<file path="src/rtl/acseq_regs.vh">
// register offsets, field positions, reset values and timing counts of the comparator sequencer
`ifndef ACSEQ_REGS_VH
`define ACSEQ_REGS_VH

// ---------------------------------------------------------------
// register byte offsets
// ---------------------------------------------------------------
`define ACSEQ_CTRL_OFS      6'h00
`define ACSEQ_START_OFS     6'h04
`define ACSEQ_EVCTRL_OFS    6'h08
`define ACSEQ_COMPCTRL0_OFS 6'h0c
`define ACSEQ_COMPCTRL1_OFS 6'h10
`define ACSEQ_WINCTRL_OFS   6'h14
`define ACSEQ_IRQ_ENABLE_CLEAR_OFS  6'h18
`define ACSEQ_IRQ_ENABLE_SET_OFS  6'h1c
`define ACSEQ_IRQ_FLAG_REG_OFS   6'h20
`define ACSEQ_RESULT_OFS    6'h24
`define ACSEQ_READY_OFS     6'h28
`define ACSEQ_TRIGSTAT_OFS  6'h2c

// ---------------------------------------------------------------
// field positions
// ---------------------------------------------------------------
`define ACSEQ_CTRL_ENABLE_BIT  0
`define ACSEQ_CTRL_WAKE_BIT    1
`define ACSEQ_CC_SINGLE_BIT    0
`define ACSEQ_CC_ISEL_LSB      1
`define ACSEQ_CC_STDBY_BIT     3
`define ACSEQ_EV_OUT_LSB       0
`define ACSEQ_EV_IN_LSB        4
`define ACSEQ_WIN_EN_BIT       0
`define ACSEQ_WIN_ISEL_LSB     1
`define ACSEQ_RES_WSTATE_LSB   4

// ---------------------------------------------------------------
// reset values and encodings
// ---------------------------------------------------------------
`define ACSEQ_CTRL_RST      2'h0
`define ACSEQ_CC_RST        4'h0
`define ACSEQ_EVCTRL_RST    5'h00
`define ACSEQ_WINCTRL_RST   3'h0
`define ACSEQ_INTEN_RST     3'h0
`define ACSEQ_ISEL_TOGGLE   2'h0
`define ACSEQ_ISEL_RISE     2'h1
`define ACSEQ_ISEL_FALL     2'h2
`define ACSEQ_ISEL_EOC      2'h3
`define ACSEQ_WSEL_ABOVE    2'h0
`define ACSEQ_WSEL_INSIDE   2'h1
`define ACSEQ_WSEL_BELOW    2'h2
`define ACSEQ_WSEL_OUTSIDE  2'h3
`define ACSEQ_WST_ABOVE     2'h0
`define ACSEQ_WST_INSIDE    2'h1
`define ACSEQ_WST_BELOW     2'h2

// ---------------------------------------------------------------
// timing
// ---------------------------------------------------------------
`define ACSEQ_CLK_MHZ       50
`define ACSEQ_STARTUP_NS    2000
`define ACSEQ_STARTUP_CYC   ((`ACSEQ_STARTUP_NS * `ACSEQ_CLK_MHZ + 999) / 1000)

`endif

</file>
<file path="src/rtl/acseq_top.v">
// comparator sequencing logic: sampling, single-shot control, flags, events, register slave
//
// The implementer's own choices: register access over Avalon-MM and the register offsets.
`timescale 1ns/1ps
`include "acseq_regs.vh"

module acseq_top #(
  parameter integer STARTUP_CYC = `ACSEQ_STARTUP_CYC,
  parameter integer CNT_W       = 12
) (
  input  wire        sys_clk_i,
  input  wire        arst_n_i,
  input  wire [5:0]  avs_address_i,
  input  wire        avs_read_i,
  input  wire        avs_write_i,
  input  wire [3:0]  avs_byteenable_i,
  input  wire [31:0] avs_writedata_i,
  output reg  [31:0] avs_readdata_o,
  output reg         avs_waitrequest_o,
  input  wire [1:0]  cmp_out_i,
  output reg  [1:0]  cmp_enable_o,
  input  wire [1:0]  ev_in_i,
  output reg  [2:0]  ev_out_o,
  input  wire        standby_i,
  output reg         irq_o,
  output reg         clk_req_o,
  output reg         wake_o
);

  // ---------------------------------------------------------------
  // constants
  // ---------------------------------------------------------------
  localparam [3:0] S_OFF     = 4'h1;
  localparam [3:0] S_STARTUP = 4'h2;
  localparam [3:0] S_RUN     = 4'h4;
  localparam [3:0] S_IDLE    = 4'h8;
  localparam [31:0]      STARTUP_M1   = STARTUP_CYC - 1;
  localparam [CNT_W-1:0] STARTUP_LAST = STARTUP_M1[CNT_W-1:0];

  // ---------------------------------------------------------------
  // declarations
  // ---------------------------------------------------------------
  reg  [1:0]       ctrl;
  reg  [3:0]       compctrl [0:1];
  reg  [4:0]       evctrl;
  reg  [2:0]       winctrl;
  reg  [2:0]       irq_enable;
  reg  [2:0]       irq_flag_reg;
  reg  [1:0]       cmp_meta;
  reg  [1:0]       cmp_sync;
  reg  [3:0]       st [0:1];
  reg  [CNT_W-1:0] cnt [0:1];
  reg  [1:0]       result_status;
  reg  [1:0]       prev_result;
  reg  [1:0]       result_vld;
  reg  [1:0]       ready_flag;
  reg  [1:0]       wstate;
  reg              stc_armed;
  reg  [31:0]      rd_mux;
  reg  [1:0]       active;
  reg  [1:0]       single;
  reg  [1:0]       trig;
  reg  [2:0]       irq_hit;
  reg  [1:0]       next_wstate;
  wire             req;
  wire             done_wr;
  wire             stc_sel;
  wire             stc_fire;
  wire             all_ready;
  wire [1:0]       ev_hit;
  wire [1:0]       ev_trig;
  wire             win_en;
  wire [1:0]       sw_start;
  wire [1:0]       toggled;
  integer          k;
  integer          n;
  integer          m;

  // ---------------------------------------------------------------
  // bus decode
  // ---------------------------------------------------------------
  // request taken when the slave drops waitrequest; writes land at that edge
  assign req      = avs_read_i | avs_write_i;
  assign done_wr  = avs_write_i & ~avs_waitrequest_o & avs_byteenable_i[0];
  assign stc_sel  = avs_read_i & (avs_address_i == `ACSEQ_TRIGSTAT_OFS);
  // first cycle of a triggered-status read fires the starts
  assign stc_fire = stc_sel & avs_waitrequest_o & ~stc_armed;
  // comparators that are not active count as ready
  assign all_ready = &(ready_flag | ~active);
  assign sw_start = (done_wr && avs_address_i == `ACSEQ_START_OFS) ?
                    avs_writedata_i[1:0] : 2'h0;
  assign win_en   = winctrl[`ACSEQ_WIN_EN_BIT];

  // input events gated by their enables; window pairs share the trigger
  assign ev_hit  = ev_in_i & evctrl[`ACSEQ_EV_IN_LSB +: 2];
  assign ev_trig = win_en ? {2{|ev_hit}} : ev_hit;

  // per-comparator activity and trigger collection
  always @* begin
    for (n = 0; n < 2; n = n + 1) begin
      single[n] = compctrl[n][`ACSEQ_CC_SINGLE_BIT];
      // standby without keep-running powers the comparator down
      active[n] = ctrl[`ACSEQ_CTRL_ENABLE_BIT] &
                  (~standby_i | compctrl[n][`ACSEQ_CC_STDBY_BIT]);
      // busy comparators are not in idle, so no further start is taken
      trig[n]   = single[n] & (sw_start[n] | stc_fire | ev_trig[n]);
    end
  end

  // ---------------------------------------------------------------
  // input synchroniser
  // ---------------------------------------------------------------
  // analog outputs are asynchronous to the logic clock
  always @(posedge sys_clk_i or negedge arst_n_i) begin
    if (!arst_n_i) begin
      cmp_meta <= 2'h0;
      cmp_sync <= 2'h0;
    end else begin
      cmp_meta <= cmp_out_i;
      cmp_sync <= cmp_meta;
    end
  end

  // ---------------------------------------------------------------
  // comparator sequencers
  // ---------------------------------------------------------------
  // startup count, continuous sampling or one comparison per trigger
  always @(posedge sys_clk_i or negedge arst_n_i) begin
    if (!arst_n_i) begin
      for (k = 0; k < 2; k = k + 1) begin
        st[k]  <= S_OFF;
        cnt[k] <= {CNT_W{1'b0}};
      end
      result_status <= 2'h0;
      prev_result   <= 2'h0;
      result_vld    <= 2'h0;
      ready_flag    <= 2'h0;
      cmp_enable_o  <= 2'h0;
    end else begin
      result_vld <= 2'h0;
      for (k = 0; k < 2; k = k + 1) begin
        case (st[k])
          S_OFF: begin
            ready_flag[k] <= 1'b0;
            if (active[k]) begin
              cnt[k] <= STARTUP_LAST;
              if (single[k]) begin
                st[k] <= S_IDLE;
              end else begin
                st[k]           <= S_STARTUP;
                cmp_enable_o[k] <= 1'b1;
              end
            end
          end
          S_STARTUP: begin
            if (!active[k]) begin
              st[k]           <= S_OFF;
              cmp_enable_o[k] <= 1'b0;
            end else if (cnt[k] == {CNT_W{1'b0}}) begin
              // sample only once the startup count has run out
              prev_result[k]   <= result_status[k];
              result_status[k] <= cmp_sync[k];
              result_vld[k]    <= 1'b1;
              ready_flag[k]    <= 1'b1;
              if (single[k]) begin
                st[k]           <= S_IDLE;
                cmp_enable_o[k] <= 1'b0;
              end else begin
                st[k] <= S_RUN;
              end
            end else begin
              cnt[k] <= cnt[k] - 1'b1;
            end
          end
          S_RUN: begin
            if (!active[k] || single[k]) begin
              st[k]           <= active[k] ? S_IDLE : S_OFF;
              cmp_enable_o[k] <= 1'b0;
              ready_flag[k]   <= 1'b0;
            end else begin
              // one sample per logic clock cycle
              prev_result[k]   <= result_status[k];
              result_status[k] <= cmp_sync[k];
              result_vld[k]    <= 1'b1;
            end
          end
          S_IDLE: begin
            if (!active[k]) begin
              st[k] <= S_OFF;
            end else if (!single[k] || trig[k]) begin
              // start clears ready; comparator powered for startup
              st[k]           <= S_STARTUP;
              cnt[k]          <= STARTUP_LAST;
              cmp_enable_o[k] <= 1'b1;
              ready_flag[k]   <= 1'b0;
            end
          end
          default: begin
            st[k]           <= S_OFF;
            cmp_enable_o[k] <= 1'b0;
          end
        endcase
      end
    end
  end

  // ---------------------------------------------------------------
  // window state and interrupt conditions
  // ---------------------------------------------------------------
  // first comparator holds the lower bound, second the upper bound
  always @* begin
    if (result_status[1]) begin
      next_wstate = `ACSEQ_WST_ABOVE;
    end else if (result_status[0]) begin
      next_wstate = `ACSEQ_WST_INSIDE;
    end else begin
      next_wstate = `ACSEQ_WST_BELOW;
    end
  end

  // edge found by comparing the new result with the one before it
  always @* begin
    irq_hit = 3'h0;
    for (m = 0; m < 2; m = m + 1) begin
      if (result_vld[m]) begin
        case (compctrl[m][`ACSEQ_CC_ISEL_LSB +: 2])
          `ACSEQ_ISEL_TOGGLE: irq_hit[m] = result_status[m] ^ prev_result[m];
          `ACSEQ_ISEL_RISE:   irq_hit[m] = result_status[m] & ~prev_result[m];
          `ACSEQ_ISEL_FALL:   irq_hit[m] = ~result_status[m] & prev_result[m];
          default:            irq_hit[m] = 1'b1;
        endcase
      end
    end
    if (win_en && (|result_vld) && next_wstate != wstate) begin
      case (winctrl[`ACSEQ_WIN_ISEL_LSB +: 2])
        `ACSEQ_WSEL_ABOVE:  irq_hit[2] = (next_wstate == `ACSEQ_WST_ABOVE);
        `ACSEQ_WSEL_INSIDE: irq_hit[2] = (next_wstate == `ACSEQ_WST_INSIDE);
        `ACSEQ_WSEL_BELOW:  irq_hit[2] = (next_wstate == `ACSEQ_WST_BELOW);
        default:            irq_hit[2] = (wstate == `ACSEQ_WST_INSIDE);
      endcase
    end
  end

  // window state tracks comparator results while window mode is on
  always @(posedge sys_clk_i or negedge arst_n_i) begin
    if (!arst_n_i) begin
      wstate <= `ACSEQ_WST_BELOW;
    end else if (win_en && (|result_vld)) begin
      wstate <= next_wstate;
    end
  end

  // ---------------------------------------------------------------
  // interrupt flags, enables and request line
  // ---------------------------------------------------------------
  // set wins over a write-one clear in the same cycle
  always @(posedge sys_clk_i or negedge arst_n_i) begin
    if (!arst_n_i) begin
      irq_flag_reg <= 3'h0;
      irq_enable   <= `ACSEQ_INTEN_RST;
      irq_o        <= 1'b0;
    end else begin
      if (done_wr && avs_address_i == `ACSEQ_IRQ_FLAG_REG_OFS) begin
        irq_flag_reg <= (irq_flag_reg & ~avs_writedata_i[2:0]) | irq_hit;
      end else begin
        irq_flag_reg <= irq_flag_reg | irq_hit;
      end
      if (done_wr && avs_address_i == `ACSEQ_IRQ_ENABLE_SET_OFS) begin
        irq_enable <= irq_enable | avs_writedata_i[2:0];
      end else if (done_wr && avs_address_i == `ACSEQ_IRQ_ENABLE_CLEAR_OFS) begin
        irq_enable <= irq_enable & ~avs_writedata_i[2:0];
      end
      // one combined line, active while any enabled flag stands
      irq_o <= |(irq_flag_reg & irq_enable);
    end
  end

  // ---------------------------------------------------------------
  // output events and sleep clock request
  // ---------------------------------------------------------------
  assign toggled = result_vld & (result_status ^ prev_result);

  // events copy status; clock request is held for one cycle per toggle
  always @(posedge sys_clk_i or negedge arst_n_i) begin
    if (!arst_n_i) begin
      ev_out_o  <= 3'h0;
      clk_req_o <= 1'b0;
      wake_o    <= 1'b0;
    end else begin
      ev_out_o <= {win_en && next_wstate == `ACSEQ_WST_INSIDE, result_status} &
                  evctrl[`ACSEQ_EV_OUT_LSB +: 3];
      // toggle during standby asks for the logic clock
      clk_req_o <= standby_i & (|toggled);
      // without wake configured the request falls after one cycle
      if (!standby_i) begin
        wake_o <= 1'b0;
      end else if (clk_req_o && ctrl[`ACSEQ_CTRL_WAKE_BIT]) begin
        wake_o <= 1'b1;
      end
    end
  end

  // ---------------------------------------------------------------
  // register read multiplexer
  // ---------------------------------------------------------------
  always @* begin
    rd_mux = 32'h0;
    case (avs_address_i)
      `ACSEQ_CTRL_OFS:      rd_mux[1:0] = ctrl;
      `ACSEQ_EVCTRL_OFS:    rd_mux[4:0] = evctrl;
      `ACSEQ_COMPCTRL0_OFS: rd_mux[3:0] = compctrl[0];
      `ACSEQ_COMPCTRL1_OFS: rd_mux[3:0] = compctrl[1];
      `ACSEQ_WINCTRL_OFS:   rd_mux[2:0] = winctrl;
      `ACSEQ_IRQ_ENABLE_CLEAR_OFS:  rd_mux[2:0] = irq_enable;
      `ACSEQ_IRQ_ENABLE_SET_OFS:  rd_mux[2:0] = irq_enable;
      `ACSEQ_IRQ_FLAG_REG_OFS:   rd_mux[2:0] = irq_flag_reg;
      `ACSEQ_READY_OFS:     rd_mux[1:0] = ready_flag;
      `ACSEQ_RESULT_OFS, `ACSEQ_TRIGSTAT_OFS: begin
        rd_mux[1:0] = result_status;
        rd_mux[`ACSEQ_RES_WSTATE_LSB +: 2] = wstate;
      end
      default:              rd_mux = 32'h0;
    endcase
  end

  // ---------------------------------------------------------------
  // bus slave and configuration registers
  // ---------------------------------------------------------------
  // answers one cycle after a request, triggered-status reads wait for ready
  always @(posedge sys_clk_i or negedge arst_n_i) begin
    if (!arst_n_i) begin
      avs_waitrequest_o <= 1'b1;
      avs_readdata_o    <= 32'h0;
      stc_armed         <= 1'b0;
    end else begin
      avs_waitrequest_o <= 1'b1;
      if (stc_fire) begin
        stc_armed <= 1'b1;
      end else if (req && avs_waitrequest_o && (!stc_sel || (stc_armed && all_ready))) begin
        // stall holds until every active comparator reports ready
        avs_waitrequest_o <= 1'b0;
        avs_readdata_o    <= rd_mux;
        stc_armed         <= 1'b0;
      end
    end
  end

  // configuration writes land at the completing edge
  always @(posedge sys_clk_i or negedge arst_n_i) begin
    if (!arst_n_i) begin
      ctrl        <= `ACSEQ_CTRL_RST;
      compctrl[0] <= `ACSEQ_CC_RST;
      compctrl[1] <= `ACSEQ_CC_RST;
      evctrl      <= `ACSEQ_EVCTRL_RST;
      winctrl     <= `ACSEQ_WINCTRL_RST;
    end else if (done_wr) begin
      case (avs_address_i)
        `ACSEQ_CTRL_OFS:      ctrl        <= avs_writedata_i[1:0];
        `ACSEQ_COMPCTRL0_OFS: compctrl[0] <= avs_writedata_i[3:0];
        `ACSEQ_COMPCTRL1_OFS: compctrl[1] <= avs_writedata_i[3:0];
        `ACSEQ_EVCTRL_OFS:    evctrl      <= avs_writedata_i[4:0];
        `ACSEQ_WINCTRL_OFS:   winctrl     <= avs_writedata_i[2:0];
        default:              ctrl        <= ctrl;
      endcase
    end
  end

endmodule

</file>
<file path="config.mk">
export PLATFORM = sky130hd
export DESIGN_NAME = acseq_top
export DESIGN_NICKNAME = d
export VERILOG_FILES = /design/src/rtl/acseq_top.v
export VERILOG_INCLUDE_DIRS = /design/src /design/src/rtl
export SDC_FILE = /design/constraint.sdc
export NUM_CORES = 1
export LEC_CHECK = 0
export BUFFER_PORTS_ARGS = -buffer_cell sky130_fd_sc_hd__buf_2
export CAP_MARGIN = 5
export CORE_AREA = 4 4 189 99
export CTS_BUF_LIST = sky130_fd_sc_hd__clkbuf_8
export CTS_CLUSTER_DIAMETER = 120
export DETAILED_ROUTE_END_ITERATION = 10
export DIE_AREA = 0 0 193 103
export GPL_TIMING_DRIVEN = 1
export HOLD_SLACK_MARGIN = 0.02
export PLACE_DENSITY = 0.5
export SYNTH_ARGS = -nofsm -noshare
export SYNTH_HDL_FRONTEND = slang
export SYNTH_SLANG_ARGS = --single-unit
</file>
<file path="constraint.sdc">
create_clock -name sys_clk_i -period 3.2 [get_ports sys_clk_i]
set_input_delay 0.48 -clock sys_clk_i [delete_from_list [all_inputs] [get_ports sys_clk_i]]
set_output_delay 0.48 -clock sys_clk_i [all_outputs]
set_load 0.01 [all_outputs]
</file>
==> flow_metrics.env, run 1 <==
export IMPL_status="finished, final reports clean"
export IMPL_drc_errors=0
export IMPL_critical_path_cell_chain="inv_1 > ha_1 > nor4b_1 > and3_1 > a31oi_1 > or3_4 > mux2_4"
export IMPL_vias=4136
export IMPL_clock_skew_ns=0.01249
export IMPL_num_rows=34
export IMPL_grt_use_total=0.1460
export IMPL_reg_largest_list="cnt (24), compctrl (8), st (8)"
export IMPL_post_cts_buffers=0
export IMPL_syn_avg_cell_area_um2=9.628
export IMPL_worstPathRequired_ns=3.47
export IMPL_critPathLaunchType="flip-flop"
export IMPL_endpoint_kind="flip-flop"
export IMPL_finalNonFillerCells=796
export IMPL_final_area_um2=5645
export IMPL_initial_core_util=0.2963
export IMPL_cts_hold_buf=0
export IMPL_tightest_slew_ns=0.7911
export IMPL_setup_violations_final=0
export IMPL_worstReg2RegEnd="result_status[0]"
export IMPL_fin_crit_sh=0.7711
export IMPL_setup_tns_ns=0
export IMPL_final_hold_viol_count=0
export IMPL_reg2reg_from="cnt[12]"
export IMPL_ys_ff_latch=86
export IMPL_nNetsFinal=616
export IMPL_crit_slowest_cell="or3_4"
export IMPL_regMostFlops="cnt"
export IMPL_synthFlopType="dfrtp_1"
export IMPL_num_antenna_cells=0
export IMPL_htreeDepth=3
export IMPL_synth_warnings=0
export IMPL_synth_cell_types=76
export IMPL_cp_top_family="simple AND/OR/NAND/NOR gates"
export IMPL_dr_pass1_iters=5
export IMPL_crit_end="result_status[0]"
export IMPL_powerDensity_nw_per_um2=489.4
export IMPL_viasPerCell=5.196
export IMPL_rr_worst_depth=7
export IMPL_drt_iter0_drc=309
export IMPL_grt_pass1_wl_um=22350
export IMPL_finalPower_uw=2763
export IMPL_final_layout_size_suffix_gt1_frac=0.1815
export IMPL_grt_pass1_vias=3915
export IMPL_cp_arrival_ns=2.74
export IMPL_async_flop_share=1.000
export IMPL_crit_type="reg2reg"
export IMPL_portBuffers=34
export IMPL_grt_overflow_total=0
export IMPL_hp_class="in2async"
export IMPL_regToRegSetupSlack_ns=0.73
export IMPL_numClockSinks=86
export IMPL_drt_antenna_violating_nets=0
export IMPL_wl_um=13940
export IMPL_coreArea_um2=17060
export IMPL_synth_edf_count=0
export IMPL_period_needed_ns=2.467
export IMPL_die_area_um2=19880
export IMPL_drv_slew=0
export IMPL_timing_fmax_ghz=0.4053
export IMPL_cp_depth=7
export IMPL_grt_max_degree=56
export IMPL_cts_root_buf="clkbuf_8"
export IMPL_irDropWorstVdd_v=0.0003040
export IMPL_synthCells=525
export IMPL_cp_max_fo=8
export IMPL_cts_buffers=9
export IMPL_path_buf_inv=1
export IMPL_syn2layout_area_growth_pct=11.68
export IMPL_path_clk_slew_ns=0.09
export IMPL_place_inst=780
export IMPL_startpoint="cnt[12]"
export IMPL_max_cap_viol_count=0
export IMPL_die_w_um=193
export IMPL_p_leak_uw=0.002418
export IMPL_cts_tree="built"
export IMPL_num_fill_cells=1760
export IMPL_die_height_um=103
export IMPL_syn_area_um2=5055
export IMPL_routedWlPerCell_um=17.51
export IMPL_slew_headroom=0.4714
export IMPL_dp_hpwl_um=10380
export IMPL_critPathMaxStageDelay_ns=0.46
export IMPL_largest_reg_flops=24
export IMPL_antenna_found_initial=0
export IMPL_gp_congestion=0.8594
export IMPL_rsz0062_at_grt="no"
export IMPL_cts_repair_resize_count=0
export IMPL_clock_latency_ns=0.38
export IMPL_placed_area_um2=5398
export IMPL_pin_count=92
export IMPL_clk_path_buf_depth=2
export IMPL_ys_seq_area_frac=0.4267
==> through the flow <==
step	hold slack, ns	setup slack [ns]	util
after floorplan	0.1844	1.196	-
after global placement	0.3335	0.8130	0.3164
after detailed placement	0.3364	0.7609	0.3164
after CTS	0.1734	0.7569	0.3309
after global routing	0.1756	0.5639	0.3309
final	0.1563	0.7325	0.3309
==> final cells by class <==
type                            instances  area (um^2)  area share
Clock buffer                           10        137.6     0.02438
Clock inverter                          6        110.1     0.01950
Inverter                               24        90.09     0.01596
Multi-Input combinational cell        394         2613      0.4628
Sequential cell                        86         2157      0.3821
Tap cell                              234        292.8     0.05186
Timing Repair Buffer                   42        245.2     0.04344
==> worst min path at each step <==
stage	start	to	slack [ns]	cells past startpoint
global route	cmp_out_i[0]	cmp_meta[0]	0.18	1
finish	arst_n_i	cnt[8]	0.16	1
detailed placement	cmp_meta[1]	cmp_sync[1]	0.34	0
floorplan	arst_n_i	asynchronous set/reset pin	0.18	0
global placement	cmp_meta[1]	cmp_sync[1]	0.33	0
CTS	arst_n_i	cnt[7]	0.17	1
==> cells in the mapped netlist (all sizes together), types with 9 or more instances <==
library cell | number | area (um^2)
dfrtp | 82 | 2052
nand2 | 50 | 187.7
buf | 34 | 244.0
nor2 | 33 | 131.4
o21ai | 28 | 140.1
mux2 | 27 | 307.8
inv | 24 | 90.09
a21oi | 21 | 105.1
a31oi | 18 | 112.6
nand3 | 18 | 95.09
clkbuf | 12 | 45.04
nor3 | 12 | 70.07
nor2b | 10 | 62.56
nor4b | 9 | 118.9
==> placed cells by master (no fill, tap or decap), drive strengths merged, types with 8 or more instances in the layout <==
| cell | netlist | final |
|---|---|---|
| nor4b | 9 | 9 |
| dfrtp | 82 | 82 |
| nand3 | 18 | 18 |
| or3 | 8 | 8 |
| inv | 24 | 25 |
| nand2 | 50 | 50 |
| mux2i | 8 | 8 |
| buf | 34 | 42 |
| ha | 8 | 8 |
| conb | 1 | 26 |
| mux2 | 27 | 27 |
| nor3 | 12 | 12 |
| a31oi | 18 | 18 |
| clkbuf | 12 | 10 |
| nor2b | 10 | 10 |
| o21ai | 28 | 28 |
| a21oi | 21 | 21 |
| and2 | 8 | 8 |
| nor2 | 33 | 33 |
==> power by group <==
part / internal, uW / switching, uW
Combinational: 213 / 264
Sequential: 1180 / 143
Clock: 539 / 421
Total: 1930 / 829
==> routing by layer <==
| layer | global-route usage | up-vias | part of all wire |
|---|---|---|---|
| met3 | 0.03890 | 7 | 0.066 |
| met4 | 0.02664 | 0 | 0.0061 |
| li1 | - | 1940 | - |
| met2 | 0.1975 | 153 | 0.40 |
| met5 | 0 | - | 0 |
| met1 | 0.2306 | 2036 | 0.52 |
==> kinds of logic (layout without fill, tap and decap cells) <==
group / count (synthesis) / in the layout / synth area share
buf+inv: 70 / 82 / 0.07500
other cells: 1 / 26 / 0.0007419
flops: 86 / 86 / 0.4267
xor+xnor: 6 / 6 / 0.01040
fa+ha+maj: 8 / 8 / 0.01980
simple gates: 187 / 187 / 0.2121
compound gates: 132 / 132 / 0.1785
mux: 35 / 35 / 0.07673
Note: power is estimated with default switching activity, not from simulation.
==> run 2: changes to the inputs <==
PLACE_DENSITY = 0.52   (was 0.5)
clock period = 2.1 ns   (was 3.2 ns; I/O delays follow)
==> flow_metrics.env, run 2 (same netlist as run 1, synthesis figures left out) <==
export IMPL_grt_use_total=0.1513
export IMPL_nNetsFinal=682
export IMPL_regMostFlops="cnt"
export IMPL_cts_buffers=9
export IMPL_path_buf_inv=0
export IMPL_cp_top_family="simple AND/OR/NAND/NOR gates"
export IMPL_num_fill_cells=1749
export IMPL_p_leak_uw=0.002746
export IMPL_critPathLaunchType="flip-flop"
export IMPL_fin_util=0.3635
export IMPL_clock_skew_ns=0.01001
export IMPL_hp_class="in2reg"
export IMPL_final_layout_size_suffix_gt1_frac=0.2755
export IMPL_drt_antenna_violating_nets=0
export IMPL_num_rows=34
export IMPL_worstPathRequired_ns=2.37
export IMPL_holdPathStages=2
export IMPL_portBuffers=34
export IMPL_maxUsedRoutingLayer="met4"
export IMPL_coreArea_um2=17060
export IMPL_crit_slowest_cell="dfrtp_1"
export IMPL_powerDensity_nw_per_um2=685.5
export IMPL_syn2layout_area_growth_pct=22.67
export IMPL_clk_path_buf_depth=2
export IMPL_clock_latency_ns=0.38
export IMPL_path_clk_slew_ns=0.09
export IMPL_tightest_slew_ns=0.5140
export IMPL_worst_slack_ns=0.06742
export IMPL_endpoint_kind="flip-flop"
export IMPL_wl_met3_um=1040
export IMPL_num_antenna_cells=0
export IMPL_reg2reg_from="cnt[15]"
export IMPL_max_cap_viol_count=0
export IMPL_numClockSinks=86
export IMPL_cp_arrival_ns=2.30
export IMPL_die_area_um2=19880
export IMPL_hold_end="evctrl[4]"
export IMPL_crit_type="reg2reg"
export IMPL_wl_met2_um=5912
export IMPL_reg_largest_list="cnt (24), compctrl (8), st (8)"
export IMPL_antenna_found_initial=0
export IMPL_largest_reg_flops=24
export IMPL_rr_worst_depth=5
export IMPL_regToRegSetupSlack_ns=0.07
export IMPL_status="finished, final reports clean"
export IMPL_vias=4428
export IMPL_multi_input_area_um2=2669
export IMPL_grt_overflow_total=0
export IMPL_setup_violations_final=0
export IMPL_setup_tns_ns=0
export IMPL_seq_area_um2=2157
export IMPL_dp_slack_ns=-0.2961
export IMPL_critPathMaxStageDelay_ns=0.45
export IMPL_routedWlPerCell_um=17.13
export IMPL_rsz0062_at_grt="yes"
export IMPL_drc_errors=0
export IMPL_dr_pass1_iters=5
export IMPL_cp_max_fo=6
export IMPL_timing_fmax_ghz=0.4920
export IMPL_dp_hpwl_um=11270
export IMPL_grt_pass1_vias=3967
export IMPL_final_hold_viol_count=0
export IMPL_slew_headroom=0.6537
export IMPL_wl_met1_um=7695
export IMPL_worstHoldStart="avs_writedata_i[4]"
export IMPL_die_w_um=193
export IMPL_initial_core_util=0.2963
export IMPL_cts_tree="built"
export IMPL_cts_root_buf="clkbuf_8"
export IMPL_pin_count=92
export IMPL_grt_max_degree=37
export IMPL_die_height_um=103
export IMPL_gp_congestion=0.8948
export IMPL_worstReg2RegEnd="result_status[0]"
export IMPL_fin_crit_sh=0.9679
export IMPL_final_common_cell="dfrtp_1"
export IMPL_critical_path_cell_chain="nor4_4 > and3_1 > a31oi_1 > or3_4 > mux2_4"
export IMPL_drt_iter0_drc=413
export IMPL_htreeDepth=3
export IMPL_final_cell_mix="dfrtp_1 (82), buf_4 (68), nand2_1 (50)"
export IMPL_drv_slew=0
export IMPL_viasPerCell=5.137
export IMPL_grt_pass1_wl_um=22840
export IMPL_period_needed_ns=2.033
export IMPL_wl_um=14760
export IMPL_irDropWorstVdd_v=0.0002512
run 2: stage by stage:
| step | cell area, um^2 | instances | total power [uW] | hold WS (ns) |
|---|---|---|---|---|
| 6_report | 6201 | 862 | 4251 | 0.1785 |
| 5_1_grt | 6201 | 862 | 4507 | 0.1640 |
| 4_1_cts | 6112 | 856 | 4252 | 0.1604 |
| 3_5_place_dp | 5851 | 837 | 2914 | 0.3147 |
| 3_3_place_gp | 5851 | 837 | 2896 | 0.3087 |
| 2_1_floorplan | 5149 | 550 | 2548 | 0.01941 |
run 2: timing repair:
item / 4_1_cts / 5_1_grt
buffers inserted: 0 / 6
hold endpoints to repair: 30 / 0
pin swaps: 0 / 4
hold buffers: 3 / 0
gates resized for setup: 3 / 9
endpoints found under the setup margin: 12 / 16
run 2: worst max-delay path by stage:
stage | start | end | slack, ns | cells past startpoint
floorplan | cnt[12] | result_status[0] | 0.1 | 8
global placement | cnt[1] | result_status[1] | -0.34 | 7
detailed placement | cnt[1] | result_status[1] | -0.30 | 7
CTS | cnt[1] | result_status[1] | -0.009 | 7
global route | cnt[13] | result_status[0] | -0.008 | 7
finish | cnt[15] | result_status[0] | 0.07 | 5
run 2: routing by layer:
layer / global-route usage / vias up
met5: 0 / -
met4: 0.03100 / 0
met3: 0.04838 / 11
met2: 0.1943 / 157
met1: 0.2406 / 2175
li1: - / 2085
run 2: cell type report:
| type | instances | share of cell area |
|---|---|---|
| multi-input combinational | 394 | 0.4304 |
| clock buffer | 9 | 0.01998 |
| timing repair buffer | 108 | 0.1253 |
| clock inverter | 7 | 0.01473 |
| tap | 234 | 0.04722 |
| inverter | 24 | 0.01453 |
| sequential | 86 | 0.3479 |
run 2: power breakdown:
group / leakage [uW] / total (uW) / switching [uW] / internal, uW
Combinational: 0.00152 / 968 / 492 / 476
Clock: 0.000103 / 1300 / 640 / 663
Sequential: 0.00112 / 1980 / 177 / 1800
Total: 0.00275 / 4250 / 1310 / 2940
==> run 3: changes to the inputs <==
CORE_AREA = 4 4 207 108   (was 4 4 189 99)
DIE_AREA = 0 0 211 112   (was 0 0 193 103)
GPL_ROUTABILITY_DRIVEN = 0   (was not set)
PLACE_DENSITY = 0.45   (was 0.52)
==> flow_metrics.env, run 3 (same netlist as run 1, synthesis figures left out) <==
export IMPL_grt_pass1_vias=4212
export IMPL_grt_overflow_total=0
export IMPL_grt_pass1_wl_um=22850
export IMPL_combPwrFrac=0.216
export IMPL_startpoint="avs_waitrequest_o"
export IMPL_htreeDepth=3
export IMPL_drt_antenna_violating_nets=0
export IMPL_cp_top_family="simple AND/OR/NAND/NOR gates"
export IMPL_critical_path_cell_chain="and3b_1 > and4_1 > nor3_2 > nor2_1 > a2111oi_0"
export IMPL_portBuffers=34
export IMPL_pin_count=92
export IMPL_cp_arrival_ns=2.23
export IMPL_cts_buffers=9
export IMPL_viasPerCell=4.734
export IMPL_routedWlPerCell_um=15.36
export IMPL_regMostFlops="cnt"
export IMPL_grt_use_total=0.1180
export IMPL_endpoint_kind="flip-flop"
export IMPL_tightest_slew_ns=0.5804
export IMPL_regToRegSetupSlack_ns=0.08
export IMPL_final_layout_size_suffix_gt1_frac=0.2701
export IMPL_cp_max_fo=4
export IMPL_max_cap_viol_count=0
export IMPL_timing_fmax_ghz=0.4952
export IMPL_cp_depth=5
export IMPL_internal_power_uw=2815
export IMPL_switching_share=0.3130
export IMPL_path_buf_inv=0
export IMPL_cts_tree="built"
export IMPL_syn2layout_area_growth_pct=21.61
export IMPL_irDropWorstVdd_v=0.0002347
export IMPL_holdPathStages=1
export IMPL_num_rows=37
export IMPL_dp_hpwl_um=10520
export IMPL_drc_errors=0
export IMPL_die_area_um2=23630
export IMPL_clk_path_buf_depth=2
export IMPL_dp_slack_ns=-0.1072
export IMPL_die_w_um=211
export IMPL_wl_um=13750
export IMPL_crit_slowest_cell="dfstp_2"
export IMPL_setup_tns_ns=0
export IMPL_worst_slack_ns=0.08060
export IMPL_netSwitchingPower_uw=1282
export IMPL_reg_largest_list="cnt (24), compctrl (8), st (8)"
export IMPL_worstReg2RegEnd="st[3]"
export IMPL_worstPathRequired_ns=2.31
export IMPL_drt_iter0_drc=272
export IMPL_die_height_um=112
export IMPL_hp_class="in2reg"
export IMPL_fin_crit_sh=0.9616
export IMPL_final_hold_viol_count=0
export IMPL_rr_worst_depth=5
export IMPL_cts_root_buf="clkbuf_8"
export IMPL_initial_core_util=0.2476
export IMPL_p_leak_uw=0.002698
export IMPL_seq_power_share=0.482
export IMPL_crit_type="reg2reg"
export IMPL_reg2reg_from="avs_waitrequest_o"
export IMPL_status="finished, final reports clean"
export IMPL_slew_headroom=0.6131
export IMPL_final_common_cell="dfrtp_1"
export IMPL_largest_reg_flops=24
export IMPL_path_clk_slew_ns=0.09
export IMPL_clock_skew_ns=0.007554
export IMPL_rsz0062_at_grt="no"
export IMPL_critPathMaxStageDelay_ns=0.56
export IMPL_nNetsFinal=676
export IMPL_coreArea_um2=20420
export IMPL_num_antenna_cells=0
export IMPL_numClockSinks=86
export IMPL_final_cell_mix="dfrtp_1 (81), buf_4 (67), nand2_1 (50)"
export IMPL_clock_power_share=0.302
export IMPL_setup_violations_final=0
export IMPL_vias=4237
export IMPL_period_needed_ns=2.019
export IMPL_num_fill_cells=2147
export IMPL_grt_max_degree=42
export IMPL_antenna_found_initial=0
export IMPL_critPathLaunchType="flip-flop"
export IMPL_clock_latency_ns=0.36
export IMPL_powerDensity_nw_per_um2=666.5
export IMPL_dr_pass1_iters=4
export IMPL_drv_slew=0
export IMPL_crit_end="st[3]"
==> run 3: worst reg2reg max path, cell delays in order, from the launching register on <==
cell and delay (ns):
dfstp_2 0.56, and3b_1 0.22, and4_1 0.21, nor3_2 0.37
nor2_1 0.09, a2111oi_0 0.42
==> run 3: routing by layer <==
| layer | track usage | vias up | share of wire |
|---|---|---|---|
| li1 | - | 2062 | - |
| met1 | 0.1632 | 2098 | 0.49 |
| met2 | 0.1920 | 61 | 0.48 |
| met3 | 0.01858 | 16 | 0.022 |
| met4 | 0.03237 | 0 | 0.016 |
| met5 | 0 | - | 0 |
==> run 3: what timing repair did <==
item,in CTS,in global routing
buffers inserted,0,1
pin swaps,1,1
gates resized for setup,3,5
hold buffers,1,0
cloned,0,0
hold endpoints to repair,37,0
setup endpoints to repair,6,9
==> run 3: metrics by stage <==
stage / power, uW / utilization / instances / hold slack, ns / area, um^2
2_1_floorplan: 2548 / - / 550 / 0.01941 / 5149
3_3_place_gp: 2876 / 0.2881 / 877 / 0.3342 / 5882
3_5_place_dp: 2875 / 0.2881 / 877 / 0.3371 / 5882
4_1_cts: 4141 / 0.2994 / 894 / 0.03047 / 6113
5_1_grt: 4358 / 0.3011 / 895 / 0.02695 / 6147
6_report: 4097 / 0.3011 / 895 / 0.05162 / 6147
==> run 3: worst min-delay path by stage <==
stage,to,from
final,cmp_meta[0],cmp_out_i[0]
after global routing,cmp_meta[0],cmp_out_i[0]
after CTS,cmp_meta[0],cmp_out_i[0]
after detailed placement,cmp_sync[0],cmp_meta[0]
after global placement,cmp_sync[0],cmp_meta[0]
after floorplan,asynchronous set/reset pin,arst_n_i
==> run 3: power by group through the flow <==
stage / logic, uW / registers, uW / clock network [uW]
2_1_floorplan: 585 / 1960 / 0
3_3_place_gp: 880 / 2000 / 0
3_5_place_dp: 877 / 2000 / 0
4_1_cts: 883 / 1970 / 1290
5_1_grt: 997 / 2000 / 1360
6_report: 884 / 1970 / 1240
==> run 3: area by class of cell <==
class | instances | area [um^2] | area share
multi-input combinational | 394 | 2654 | 0.4317
sequential | 86 | 2158 | 0.3511
timing repair buffer | 102 | 698.2 | 0.1136
tap | 273 | 341.6 | 0.05557
clock buffer | 10 | 137.6 | 0.02239
inverter | 24 | 90.09 | 0.01465
clock inverter | 6 | 67.56 | 0.01099
